**src/design/umc_pkg.sv**
```systemverilog
// shared constants and types for the modem control and interrupt block
package umc_pkg;

  localparam logic [11:0] UMC_OFS_MCTL   = 12'h000;
  localparam logic [11:0] UMC_OFS_MSTAT  = 12'h004;
  localparam logic [11:0] UMC_OFS_IEN    = 12'h008;
  localparam logic [11:0] UMC_OFS_IID    = 12'h00c;
  localparam logic [11:0] UMC_OFS_EFEAT  = 12'h010;
  localparam logic [11:0] UMC_OFS_FCTL   = 12'h014;
  localparam logic [11:0] UMC_OFS_EVENT  = 12'h018;
  localparam logic [11:0] UMC_OFS_LEVEL  = 12'h01c;

  localparam logic [7:0]  UMC_MCTL_RST   = 8'h00;
  localparam logic [7:0]  UMC_IEN_RST    = 8'h00;
  localparam logic [7:0]  UMC_EFEAT_RST  = 8'h00;
  localparam logic [7:0]  UMC_FCTL_RST   = 8'h00;
  localparam logic [7:0]  UMC_ENH_MASK_MCTL = 8'he0;
  localparam logic [7:0]  UMC_ENH_MASK_IEN  = 8'hf0;
  localparam int          UMC_EFEAT_WE_BIT  = 4;
  localparam int          UMC_EFEAT_ARTS_BIT = 6;
  localparam int          UMC_PRESCALE_DIV  = 4;

  localparam logic [5:0]  UMC_ID_NONE  = 6'h01;
  localparam logic [5:0]  UMC_ID_LSR   = 6'h06;
  localparam logic [5:0]  UMC_ID_RTO   = 6'h0c;
  localparam logic [5:0]  UMC_ID_RHR   = 6'h04;
  localparam logic [5:0]  UMC_ID_THR   = 6'h02;
  localparam logic [5:0]  UMC_ID_MODEM = 6'h00;
  localparam logic [5:0]  UMC_ID_XOFF  = 6'h10;
  localparam logic [5:0]  UMC_ID_FLOW  = 6'h20;

  // active-high modem inputs after the inversion of the pins
  typedef struct packed {
    logic cd;
    logic ri;
    logic dsr;
    logic cts;
  } umc_modem_t;

  // interrupt sources from the datapath
  typedef struct packed {
    logic line_err;
    logic rx_timeout;
    logic rx_ready;
    logic tx_empty;
    logic xoff_char;
    logic rts_rise;
    logic cts_rise;
  } umc_src_t;

endpackage

```
**src/design/umc_modem_irq.sv**
```systemverilog
// modem control, modem status and interrupt logic with an apb register port
//
// Notes on behaviour
// - control bit 0 drives dtr low when set; loopback feeds status bit 5.
// - control bit 1 drives rts low unless auto-rts; loopback feeds status bit 4.
// - control bit 2 enables the fifo ready summary; loopback feeds status bit 6.
// - control bit 3 drives interrupt output, else high impedance; loopback bit 7.
// - control bit 4 loops control bits into status and tx into rx.
// - control bit 5 enables resume on any character.
// - control bit 6 grants access to threshold and trigger registers while enhanced write enable set.
// - control bit 7 selects divide by four prescale of the input clock.
// - control bits 7..5 writable only when enhanced write enable set.
// - status bits 0,1,3 latch cts, dsr, cd changes; cleared on read.
// - status bit 2 latches ri low-to-high only; cleared on read.
// - status bits 4..7 show inverted pins, or control bits in loopback.
// - enable bits 0..3 gate rx, tx, line and modem interrupts onto output.
// - enable bit 4 selects sleep mode.
// - enable bits 5..7 gate xoff, rts and cts change interrupts.
// - enable bits 7..4 writable only when enhanced write enable set.
// - re-enabled tx interrupt waits for fresh tx fifo data.
// - identification bit 0 is low while pending; register read only.
// - identification bits 3..1 code the highest priority source.
// - identification bit 4 set on pause or special character.
// - identification bit 5 marks cts or rts inactive transition.
// - identification bits 7,6 mirror fifo enable.
// - identification codes follow fixed priority from line error down to flow.
// - enhanced feature bit 4 protects enhanced enable and control bits.
// - auto-rts raises rts at halt level, lowers at restore level.
//
// Implementation choices: register access over APB and the address map.
`timescale 1ns/1ns
`default_nettype none
module umc_modem_irq
  import umc_pkg::*;
(
  input  wire logic        sys_clk,
  input  wire logic        reset_n,
  input  wire logic        psel,
  input  wire logic        penable,
  input  wire logic        pwrite,
  input  wire logic [11:0] paddr,
  input  wire logic [31:0] pwdata,
  output logic      [31:0] prdata,
  output logic             pready,
  output logic             pslverr,
  input  wire logic        cts_n,
  input  wire logic        dsr_n,
  input  wire logic        ri_n,
  input  wire logic        cd_n,
  output logic             dtr_n,
  output logic             rts_n,
  output logic             irq,
  output logic             irq_oe,
  input  wire umc_src_t    src,
  input  wire logic        tx_fifo_write,
  input  wire logic        rx_halt,
  input  wire logic        rx_restore,
  input  wire logic        tx_serial,
  output logic             rx_serial_loop,
  output logic             loopback,
  output logic             fifo_rdy_en,
  output logic             xon_any_en,
  output logic             thresh_access,
  output logic             baud_tick,
  output logic             sleep_mode
);
  logic [7:0] modem_control;
  logic [7:0] interrupt_enable;
  logic [7:0] enhanced_feature_reg;
  logic [7:0] fifo_control_reg;
  logic [3:0] delta;
  logic       auto_rts_hold;
  logic       tx_armed;
  logic       tick_raw;
  umc_modem_t pins_lvl;
  umc_modem_t modem_now;
  umc_modem_t modem_prev;
  logic [5:0] next_id;
  logic       next_pend;
  logic       ri_src_prev;

  wire logic wr = psel && penable && pwrite;
  wire logic rd = psel && penable && !pwrite;
  wire logic enh_we = enhanced_feature_reg[UMC_EFEAT_WE_BIT];
  wire logic auto_rts = enhanced_feature_reg[UMC_EFEAT_ARTS_BIT];
  wire logic lb = modem_control[4];
  // ri counts the pin going inactive, or the control bit rising in loopback
  wire logic ri_src = lb ? modem_control[2] : pins_lvl.ri;

  function automatic logic [7:0] umc_protect(input logic [7:0] old_v, input logic [7:0] new_v,
                                             input logic [7:0] mask, input logic we);
    umc_protect = we ? new_v : ((old_v & mask) | (new_v & ~mask));
  endfunction

  function automatic logic umc_hit(input logic [11:0] addr, input logic [11:0] ofs);
    umc_hit = (addr[11:2] == ofs[11:2]);
  endfunction

  umc_sync #(
    .WIDTH (4),
    .INIT  (4'hf)
  ) u_sync (
    .sys_clk (sys_clk),
    .reset_n (reset_n),
    .pin     ({cd_n, ri_n, dsr_n, cts_n}),
    .level   (pins_lvl)
  );

  umc_prescale #(
    .DIV (UMC_PRESCALE_DIV)
  ) u_pre (
    .sys_clk (sys_clk),
    .reset_n (reset_n),
    .div_sel (modem_control[7]),
    .tick    (tick_raw)
  );

  // modem sources: inverted pins, or control bits in loopback
  always_comb begin
    if (lb) begin
      modem_now.cts = modem_control[1];
      modem_now.dsr = modem_control[0];
      modem_now.ri  = modem_control[2];
      modem_now.cd  = modem_control[3];
    end else begin
      modem_now = ~pins_lvl;
    end
  end

  always_ff @(posedge sys_clk or negedge reset_n) begin
    if (!reset_n) begin
      modem_control <= UMC_MCTL_RST;
    end else if (wr && umc_hit(paddr, UMC_OFS_MCTL)) begin
      modem_control <= umc_protect(modem_control, pwdata[7:0], UMC_ENH_MASK_MCTL, enh_we);
    end
  end

  always_ff @(posedge sys_clk or negedge reset_n) begin
    if (!reset_n) begin
      interrupt_enable <= UMC_IEN_RST;
    end else if (wr && umc_hit(paddr, UMC_OFS_IEN)) begin
      interrupt_enable <= umc_protect(interrupt_enable, pwdata[7:0], UMC_ENH_MASK_IEN,
                                      enh_we);
    end
  end

  always_ff @(posedge sys_clk or negedge reset_n) begin
    if (!reset_n) begin
      enhanced_feature_reg <= UMC_EFEAT_RST;
      fifo_control_reg     <= UMC_FCTL_RST;
    end else begin
      if (wr && umc_hit(paddr, UMC_OFS_EFEAT)) begin
        enhanced_feature_reg <= pwdata[7:0];
      end
      if (wr && umc_hit(paddr, UMC_OFS_FCTL)) begin
        fifo_control_reg <= umc_protect(fifo_control_reg, pwdata[7:0], 8'h30, enh_we);
      end
    end
  end

  // delta flags: a change in the read cycle survives the clear
  always_ff @(posedge sys_clk or negedge reset_n) begin
    if (!reset_n) begin
      modem_prev  <= '0;
      delta       <= '0;
      ri_src_prev <= 1'b1; // idle pin level, so no false edge after reset
    end else begin
      modem_prev  <= modem_now;
      ri_src_prev <= ri_src;
      delta[0] <= (modem_now.cts ^ modem_prev.cts) |
                  (delta[0] & ~(rd && umc_hit(paddr, UMC_OFS_MSTAT)));
      delta[1] <= (modem_now.dsr ^ modem_prev.dsr) |
                  (delta[1] & ~(rd && umc_hit(paddr, UMC_OFS_MSTAT)));
      delta[2] <= (ri_src & ~ri_src_prev) |
                  (delta[2] & ~(rd && umc_hit(paddr, UMC_OFS_MSTAT)));
      delta[3] <= (modem_now.cd ^ modem_prev.cd) |
                  (delta[3] & ~(rd && umc_hit(paddr, UMC_OFS_MSTAT)));
    end
  end

  // tx interrupt re-arm: disabling drops it until new fifo data
  always_ff @(posedge sys_clk or negedge reset_n) begin
    if (!reset_n) begin
      tx_armed <= 1'b0;
    end else if (tx_fifo_write) begin
      tx_armed <= 1'b1;
    end else if (!interrupt_enable[1]) begin
      tx_armed <= 1'b0;
    end
  end

  // auto-rts hysteresis between halt and restore levels
  always_ff @(posedge sys_clk or negedge reset_n) begin
    if (!reset_n) begin
      auto_rts_hold <= 1'b0;
    end else if (!auto_rts) begin
      auto_rts_hold <= 1'b0;
    end else if (rx_halt) begin
      auto_rts_hold <= 1'b1;
    end else if (rx_restore) begin
      auto_rts_hold <= 1'b0;
    end
  end

  // priority encode of enabled sources
  always_comb begin
    next_pend = 1'b1;
    if (interrupt_enable[2] && src.line_err) begin
      next_id = UMC_ID_LSR;
    end else if (interrupt_enable[0] && src.rx_timeout) begin
      next_id = UMC_ID_RTO;
    end else if (interrupt_enable[0] && src.rx_ready) begin
      next_id = UMC_ID_RHR;
    end else if (interrupt_enable[1] && src.tx_empty && tx_armed) begin
      next_id = UMC_ID_THR;
    end else if (interrupt_enable[3] && |delta) begin
      next_id = UMC_ID_MODEM;
    end else if (interrupt_enable[5] && src.xoff_char) begin
      next_id = UMC_ID_XOFF;
    end else if ((interrupt_enable[6] && src.rts_rise) ||
                 (interrupt_enable[7] && src.cts_rise)) begin
      next_id = UMC_ID_FLOW;
    end else begin
      next_id   = UMC_ID_NONE;
      next_pend = 1'b0;
    end
  end

  logic [5:0] id_code;
  always_ff @(posedge sys_clk or negedge reset_n) begin
    if (!reset_n) begin
      id_code <= UMC_ID_NONE;
      irq     <= 1'b0;
    end else begin
      id_code <= next_id;
      irq     <= next_pend;
    end
  end

  always_ff @(posedge sys_clk or negedge reset_n) begin
    if (!reset_n) begin
      dtr_n          <= 1'b1;
      rts_n          <= 1'b1;
      irq_oe         <= 1'b0;
      loopback       <= 1'b0;
      fifo_rdy_en    <= 1'b0;
      xon_any_en     <= 1'b0;
      thresh_access  <= 1'b0;
      sleep_mode     <= 1'b0;
      baud_tick      <= 1'b0;
      rx_serial_loop <= 1'b1;
    end else begin
      dtr_n          <= lb | ~modem_control[0];
      rts_n          <= lb | (auto_rts ? auto_rts_hold : ~modem_control[1]);
      irq_oe         <= modem_control[3];
      loopback       <= lb;
      fifo_rdy_en    <= modem_control[2] & ~lb;
      xon_any_en     <= modem_control[5];
      thresh_access  <= modem_control[6] & enh_we;
      sleep_mode     <= interrupt_enable[4];
      baud_tick      <= tick_raw;
      rx_serial_loop <= lb ? tx_serial : 1'b1;
    end
  end

  // apb: zero-wait answer; unmapped reads zero with slave error
  logic [7:0] rd_byte;
  logic       rd_ok;
  always_comb begin
    rd_ok   = 1'b1;
    rd_byte = 8'h00;
    if (umc_hit(paddr, UMC_OFS_MCTL)) begin
      rd_byte = modem_control;
    end else if (umc_hit(paddr, UMC_OFS_MSTAT)) begin
      rd_byte = {modem_now.cd, modem_now.ri, modem_now.dsr, modem_now.cts, delta};
    end else if (umc_hit(paddr, UMC_OFS_IEN)) begin
      rd_byte = interrupt_enable;
    end else if (umc_hit(paddr, UMC_OFS_IID)) begin
      rd_byte = {{2{fifo_control_reg[0]}}, id_code};
    end else if (umc_hit(paddr, UMC_OFS_EFEAT)) begin
      rd_byte = enhanced_feature_reg;
    end else if (umc_hit(paddr, UMC_OFS_FCTL)) begin
      rd_byte = fifo_control_reg;
    end else begin
      rd_ok = 1'b0;
    end
  end

  always_ff @(posedge sys_clk or negedge reset_n) begin
    if (!reset_n) begin
      prdata  <= '0;
      pready  <= 1'b0;
      pslverr <= 1'b0;
    end else begin
      pready  <= psel && !penable;
      pslverr <= psel && !penable && (!rd_ok || (pwrite && umc_hit(paddr, UMC_OFS_IID)));
      prdata  <= (psel && !penable && !pwrite) ? {24'h000000, rd_byte} : prdata;
    end
  end

  AST_IRQ_BIT0: assert property (@(posedge sys_clk) disable iff (!reset_n)
    irq |-> id_code[0] == 1'b0) else $error("pending irq with id bit0 high");
  AST_IRQ_NONE: assert property (@(posedge sys_clk) disable iff (!reset_n)
    !irq |-> id_code == UMC_ID_NONE) else $error("idle irq with code");
  AST_LSR_FIRST: assert property (@(posedge sys_clk) disable iff (!reset_n)
    interrupt_enable[2] && src.line_err |=> id_code == UMC_ID_LSR)
    else $error("line error not highest");
  AST_DTR: assert property (@(posedge sys_clk) disable iff (!reset_n)
    !lb && modem_control[0] |=> !dtr_n) else $error("dtr not active");
  AST_OE: assert property (@(posedge sys_clk) disable iff (!reset_n)
    $rose(modem_control[3]) |=> irq_oe) else $error("irq enable late");
  AST_MCTL_PROT: assert property (@(posedge sys_clk) disable iff (!reset_n)
    !enh_we |=> modem_control[7:5] == $past(modem_control[7:5]))
    else $error("protected control bits changed");
  AST_IEN_PROT: assert property (@(posedge sys_clk) disable iff (!reset_n)
    !enh_we |=> interrupt_enable[7:4] == $past(interrupt_enable[7:4]))
    else $error("protected enable bits changed");
  AST_RI_EDGE: assert property (@(posedge sys_clk) disable iff (!reset_n)
    ri_src && !ri_src_prev |=> delta[2]) else $error("ri edge lost");
  AST_TX_REARM: assert property (@(posedge sys_clk) disable iff (!reset_n)
    $rose(interrupt_enable[1]) && !tx_fifo_write && !$past(tx_fifo_write)
    |=> id_code != UMC_ID_THR) else $error("tx irq without new data");
  AST_MIRROR: assert property (@(posedge sys_clk) disable iff (!reset_n)
    rd && umc_hit(paddr, UMC_OFS_IID) |=> prdata[7:6] == {2{$past(fifo_control_reg[0])}})
    else $error("fifo enable mirror wrong");

  // checks on the control outputs, the status clear, the modem interrupt and the slave error
  AST_LOOP_LINES: assert property (@(posedge sys_clk) disable iff (!reset_n)
    lb |=> rts_n && dtr_n) else $error("modem lines driven in loopback");
  AST_FRDY_LB: assert property (@(posedge sys_clk) disable iff (!reset_n)
    lb |=> !fifo_rdy_en) else $error("fifo ready enabled in loopback");
  AST_OE_LOW: assert property (@(posedge sys_clk) disable iff (!reset_n)
    !modem_control[3] |=> !irq_oe) else $error("irq driven while disabled");
  AST_XON: assert property (@(posedge sys_clk) disable iff (!reset_n)
    modem_control[5] |=> xon_any_en) else $error("resume on any off");
  AST_THACC: assert property (@(posedge sys_clk) disable iff (!reset_n)
    !enh_we |=> !thresh_access) else $error("threshold access without enable");
  AST_SLEEP: assert property (@(posedge sys_clk) disable iff (!reset_n)
    interrupt_enable[4] |=> sleep_mode) else $error("sleep not entered");
  AST_DELTA_CLR: assert property (@(posedge sys_clk) disable iff (!reset_n)
    rd && umc_hit(paddr, UMC_OFS_MSTAT) && modem_now == modem_prev && !(ri_src && !ri_src_prev)
    |=> delta == 4'h0) else $error("status read left delta set");
  AST_IRQ_MODEM: assert property (@(posedge sys_clk) disable iff (!reset_n)
    interrupt_enable[3] && |delta |=> irq) else $error("modem irq missing");
  AST_PSLV: assert property (@(posedge sys_clk) disable iff (!reset_n)
    pslverr |-> pready) else $error("slave error without ready");
endmodule
`default_nettype wire

```
**src/design/umc_sync.sv**
```systemverilog
// three-stage synchroniser with agreement filter for pin inputs
`timescale 1ns/1ns
`default_nettype none
module umc_sync
  import umc_pkg::*;
#(
  parameter int WIDTH = 4,
  parameter logic [WIDTH-1:0] INIT = '1
) (
  input  wire logic             sys_clk,
  input  wire logic             reset_n,
  input  wire logic [WIDTH-1:0] pin,
  output logic      [WIDTH-1:0] level
);
  logic [WIDTH-1:0] stage1;
  logic [WIDTH-1:0] stage2;
  logic [WIDTH-1:0] stage3;

  initial begin
    if (WIDTH < 1) $error("umc_sync width must be positive");
  end

  always_ff @(posedge sys_clk or negedge reset_n) begin
    if (!reset_n) begin
      stage1 <= INIT;
      stage2 <= INIT;
      stage3 <= INIT;
    end else begin
      stage1 <= pin;
      stage2 <= stage1;
      stage3 <= stage2;
    end
  end

  // a bit changes only once stages two and three agree
  genvar i;
  generate
    for (i = 0; i < WIDTH; i++) begin : g_bit
      always_ff @(posedge sys_clk or negedge reset_n) begin
        if (!reset_n) begin
          level[i] <= INIT[i];
        end else if (stage2[i] == stage3[i]) begin
          level[i] <= stage3[i];
        end
      end
    end
  endgenerate
endmodule
`default_nettype wire

```
**src/design/umc_prescale.sv**
```systemverilog
// baud clock prescale strobe: every cycle or one in four
`timescale 1ns/1ns
`default_nettype none
module umc_prescale
  import umc_pkg::*;
#(
  parameter int DIV = UMC_PRESCALE_DIV
) (
  input  wire logic sys_clk,
  input  wire logic reset_n,
  input  wire logic div_sel,
  output logic      tick
);
  localparam int CW = (DIV > 1) ? $clog2(DIV) : 1;
  localparam logic [CW-1:0] LAST = CW'(DIV - 1);
  logic [CW-1:0] count;

  initial begin
    if (DIV < 2) $error("umc_prescale divider must be at least 2");
  end

  always_ff @(posedge sys_clk or negedge reset_n) begin
    if (!reset_n) begin
      count <= '0;
    end else if (!div_sel || count == LAST) begin
      count <= '0;
    end else begin
      count <= count + CW'(1);
    end
  end

  always_ff @(posedge sys_clk or negedge reset_n) begin
    if (!reset_n) begin
      tick <= 1'b0;
    end else begin
      tick <= !div_sel || count == LAST;
    end
  end
endmodule
`default_nettype wire

```
**config.mk**
```make
export PLATFORM = sky130hd
export DESIGN_NAME = umc_modem_irq
export DESIGN_NICKNAME = d
export VERILOG_FILES = /design/src/design/umc_pkg.sv /design/src/design/umc_modem_irq.sv /design/src/design/umc_sync.sv /design/src/design/umc_prescale.sv
export SDC_FILE = /design/constraint.sdc
export NUM_CORES = 1
export LEC_CHECK = 0
export ABC_CLOCK_PERIOD_IN_PS = 1310
export BUFFER_PORTS_ARGS = -buffer_cell sky130_fd_sc_hd__buf_2
export CORE_UTILIZATION = 47
export DETAILED_ROUTE_END_ITERATION = 10
export HOLD_SLACK_MARGIN = 0.03
export PLACE_DENSITY = 0.76
export SLEW_MARGIN = 25
export SYNTH_ARGS = -nofsm -noshare
export SYNTH_HDL_FRONTEND = slang
export SYNTH_SLANG_ARGS = --single-unit
```
**constraint.sdc**
```tcl
create_clock -name sys_clk -period 1.31 [get_ports sys_clk]
set_input_delay 0.131 -clock sys_clk [delete_from_list [all_inputs] [get_ports sys_clk]]
set_output_delay 0.131 -clock sys_clk [all_outputs]
set_load 0.02 [all_outputs]
```
# Word-level counts from Yosys, hierarchy flattened
# Index checks and enable logic that the tools add are counted.
# totals
regBits	88
latch_bits	0
mem_bits_rw	0
mem_bits_ro	0
in_bits	64
out_inout_bits	45
elab_cells	142
n_memories	0
# op_classes
add_sub_neg	1
n_mul	0
div_mod_pow	0
order_cmp	0
eq_ne	12
shifts	0
mux	39
n_bitwise	25
reduce_logical	30
# ops
operator	n
$mux W8	9
$mux W6	7
$logic_and A1 B1 Y1	21
$mux W1	21
$eq A10 B2 Y1 const B	2
$eq A10 B3 Y1 const B	2
$eq A10 B1 Y1 const B	1
$logic_not A10 Y1	1
$or A6 B8 Y8	1
$or A8 B4 Y8	1
$or A8 B5 Y8	1
$and A1 B1 Y1	7
$or A1 B1 Y1	6
$not A1 Y1	5
$eq A1 B1 Y1	4
$logic_not A1 Y1	4
$mux W4	1
$not A4 Y4	1
$reduce_or A4 Y1	1
$logic_or A1 B1 Y1	3
$ne A3 B3 Y1 const B	1
$xor A1 B1 Y1	3
$add A2 B1 Y2 const B	1
$eq A2 B2 Y1 const B	1
2 further kinds	2

# Logic depth before layout (Yosys ltp)
# depth
word_depth	10
mapped_depth	7
depth_no_buf	4

# Modules after synthesis
# From an unflattened synthesis, not the netlist that was laid out.
# unflattened
hier_cells	320
hier_area_um2	3928.8
# modules_own_cells
mod	n_inst	cells_each	area_per_inst_um2
umc_modem_irq	1	293	3348.2
umc_sync	1	20	465.4
umc_prescale	1	7	115.1

# Worst setup path after synthesis
# Ideal clock, no wire load.
# synth_path
kind	input to register
from	input paddr[7]
to	register enhanced_feature_reg[0]
t_arrival_ps	1763
setup_slack_ps	-578
path_stages	5
cell_sequence	or4_4 > buf_6 > or4_4 > buf_6 > mux2_4
# synth_between
elab_chain_cells	2
# synth_lines
element	line_no	rtl
from (decl)	umc_modem_irq.sv:41	input wire logic [11:0] paddr,
$eq A10 B3 Y1	umc_modem_irq.sv:96	umc_hit = (addr[11:2] == ofs[11:2]);
$logic_and A1 B1 Y1	umc_modem_irq.sv:152	if (wr && umc_hit(paddr, UMC_OFS_EFEAT)) begin
to (signal assigned)	umc_modem_irq.sv:153	enhanced_feature_reg <= pwdata[7:0];
to (decl)	umc_modem_irq.sv:69	logic [7:0] enhanced_feature_reg;
# No other way between the ends.
# A chain may end at the register's enable or synchronous reset.

# Worst setup path after layout
# layout_path
from	register delta[3]
to	register irq
# layout_between
elab_chain_cells	7
# layout_lines
element	line_no	rtl
from (decl)	umc_modem_irq.sv:71	logic [3:0] delta;
from (signal assigned)	umc_modem_irq.sv:176	delta[3] <= (modem_now.cd ^ modem_prev.cd) |
$reduce_or A4 Y1	umc_modem_irq.sv:216	end else if (interrupt_enable[3] && |delta) begin
$logic_and A1 B1 Y1	umc_modem_irq.sv:216	
$mux W1	umc_modem_irq.sv:216	
$mux W1	umc_modem_irq.sv:214	end else if (interrupt_enable[1] && src.tx_empty && tx_armed) begin
$mux W1	umc_modem_irq.sv:212	end else if (interrupt_enable[0] && src.rx_ready) begin
$mux W1	umc_modem_irq.sv:210	end else if (interrupt_enable[0] && src.rx_timeout) begin
$mux W1	umc_modem_irq.sv:208	if (interrupt_enable[2] && src.line_err) begin
named net next_pend	umc_modem_irq.sv:79	logic next_pend;
to (signal assigned)	umc_modem_irq.sv:236	irq <= next_pend;
to (decl)	umc_modem_irq.sv:52	output logic irq,
# The timed path passes the listed nets, and every way through them passes these cells.

==> results.md <==
- Status: finished with violations
- Failing checks: negative setup slack
- Ports: between 100 and 150
- H-tree depth: 3
- Most common cell in the synthesized netlist: dfrtp_1
- Hold Fails Final Rpt: 0
- Max VDD drop: ~0.0006 V
- Root buffer cell: clkbuf_8
- Num Clock Sinks: 88
- Via density: ~5.2
- Nets: between 500 and 600
- Worst-path cell chain: o41ai_2 -> buf_4 -> nand4_1 -> nand2b_4 -> nand2b_4
- Post-synth EDFFs: 0
- First-pass GRT wire length: 13.9 mm
- CP dominant cell by count: nand2b_4
- Final WL: ~9.0 mm
- Area grow syn2layout: 33.0%
- Latest clock arrival within the worst-skew pair: around 360 ps
- Setup slack after layout: -230 ps
- Die Footprint: between 8000 and 9000 um2
- Hold WC Path Type: primary input to flip-flop
- Ys Warns: 0
- Initial DRC Count: between 100 and 150
- Placed instance count: 520
- Final setup fails: 43
- Routability Congestion: 0.927
- Critical-path top delay cell: dfrtp_1
- ANT nets after route: 0
- Top cells by area, synth: dfrtp_1, dfstp_2, mux2_2
- Wire per inst: 16.3 um
- Most frequent cells after synthesis: dfrtp_1, buf_4, dfstp_2, mux2_2, o21ai_0
- Largest net degree at the start of global routing: 36
- Top achievable clock speed: about 650 MHz
- Slowest stage delay, CP: around 400 ps
- Worst Path Required: around 1600 ps
- Drt drc: 0
- Critical Path AT: between 1500 and 2000 ps
- Number of global-route vias before repair: approximately 2.9k
- Clock skew: roughly 5.9 ps
- Row count: 32
- Post-Synthesis Cells: around 320
- Slew Limit Fails: 0
- Num CTS Buffers: 9
- Clock transition at path regs: 90 ps
- Share of cells above drive strength 1: 0.488
- Seq cells post-synth: 88
- Crit-path leading delay family: simple AND/OR/NAND/NOR gates
- Starting Density: 0.498
- Vias: about 2.9k
- Area leader, netlist: dfrtp_1
- CTS tree: yes
- Bufs on Longest Clock Path: 2
- Top cell type's share of synthesized area: 0.427
- RSZ-0062 raised after global routing: yes
- Top FF cell, synth: dfrtp_1
- Mapped Area: between 3000 and 4000 um2
- Crit start category: flip-flop
- Final core area utilization: 0.662
- Synth cell types: 51
- Minimum clock period: ~1500 ps
- Core Box Area: between 7000 and 8000 um2
- Async S/R FF share, synth: 1.00
- Detailed Place HPWL: 6.48 mm
- Max Fanout on Critical Path: 3
- Non-Filler Instances: around 550
- Pleak: about 0.0026 uW
- # port buffers: 58
- Max_cap viols: 0
- Power per Cell Area: around 1000 nW/um2
- Initial antenna violation count: 0
- WS Path Type: flip-flop to flip-flop
- Die width: between 90 and 100 um
- Die Y: ~93 um
- Setup crit end kind: flip-flop
- Total GRT Usage: 0.216
- Avg Inst Size Synth: 12.2 um2
- Final worst-path cycle share: 1.18
- Seq/Total Area, Yosys: 0.568
- DRT Pass-1 Iters: 4
- Worst Path Buf+Inv: 1
- Filler instances: 570
- Antenna Cells: 0
- GR Overflow Total: 0
## routing by layer
layer	part of all wire	global-route usage	vias up
met5	0	0	-
li1	-	-	1336
met1	0.43	0.287	1425
met4	0.033	0.113	0
met3	0.054	0.0382	23
met2	0.48	0.339	97
## layout make-up
cell class	instances	area (um2)	share of cell area
Clock inverter	5	38.8	0.00743
Sequential cell	88	2230	0.427
Timing Repair Buffer	126	906	0.173
Tap cell	102	128	0.0244
Clock buffer	11	153	0.0292
Inverter	13	48.8	0.00934
Multi-Input combinational cell	208	1720	0.329
## cell families after synthesis
family,synth area share
AO/OA/AOI/OAI,0.107
adder cells (fa/ha/maj),0.0134
buffers and inverters,0.0746
multiplexers,0.119
flip-flops,0.568
other,0.000955
AND/OR/NAND/NOR,0.111
XOR/XNOR,0.00669
## placed cells by master (no fill, tap or decap), drive strengths merged, types with 3 or more instances in the layout
| cell type | count |
|---|---|
| a22oi | 4 |
| inv | 14 |
| a31oi | 4 |
| o31ai | 3 |
| maj3 | 4 |
| nand3b | 3 |
| nand3 | 3 |
| o21ai | 19 |
| mux2i | 11 |
| xnor2 | 3 |
| nand2 | 17 |
| conb | 24 |
| nor2b | 7 |
| a32oi | 3 |
| nor4 | 4 |
| clkbuf | 11 |
| nor2 | 14 |
| mux2 | 29 |
| nand2b | 12 |
| a21oi | 13 |
| dfstp | 21 |
| dlygate4sd3 | 10 |
| buf | 116 |
| dfrtp | 67 |
## path summary, 6_finish.rpt
check	end	slack, ps	from	depth (start not counted)
max	irq	-230	delta[3]	5
min	modem_control[1]	30	pwdata[1]	3
max in group asynchronous	u_sync.level[2]	530	reset_n	3
min in group asynchronous	interrupt_enable[5]	210	reset_n	2
min reg2reg	baud_tick	360	u_pre.tick	0
max reg2reg	irq	-230	delta[3]	5
## where the power goes
group / internal (uW) / switching, uW
sequential: 2830 / 42.2
clock: 812 / 974
combinational: 261 / 381
total: 3900 / 1400
## worst min-delay path, stage by stage
cell     delay, ps
buf_2          130
nand2_1         50
o21ai_1         50
## what timing repair did
action,in CTS,in global routing
pin swaps,8,12
buffers inserted,5,2
hold buffers,10,0
endpoints found under the hold margin,80,0
endpoints found under the setup margin,40,46
resized for setup,39,25
## stage by stage
stage	worst slack, ps	hold WS [ps]	TNS (ps)	power (uW)	area (um2)
6_report	-230	30.8	-3930	5300	5220
2_1_floorplan	-468	-165	-12920	3260	4030
3_5_place_dp	-584	68.5	-21040	3490	4620
3_3_place_gp	-618	62.1	-20040	3480	4620
4_1_cts	-230	41.9	-3640	5290	5100
5_1_grt	-270	41.6	-5140	5500	5220
Note: power is estimated with default switching activity, not from simulation.
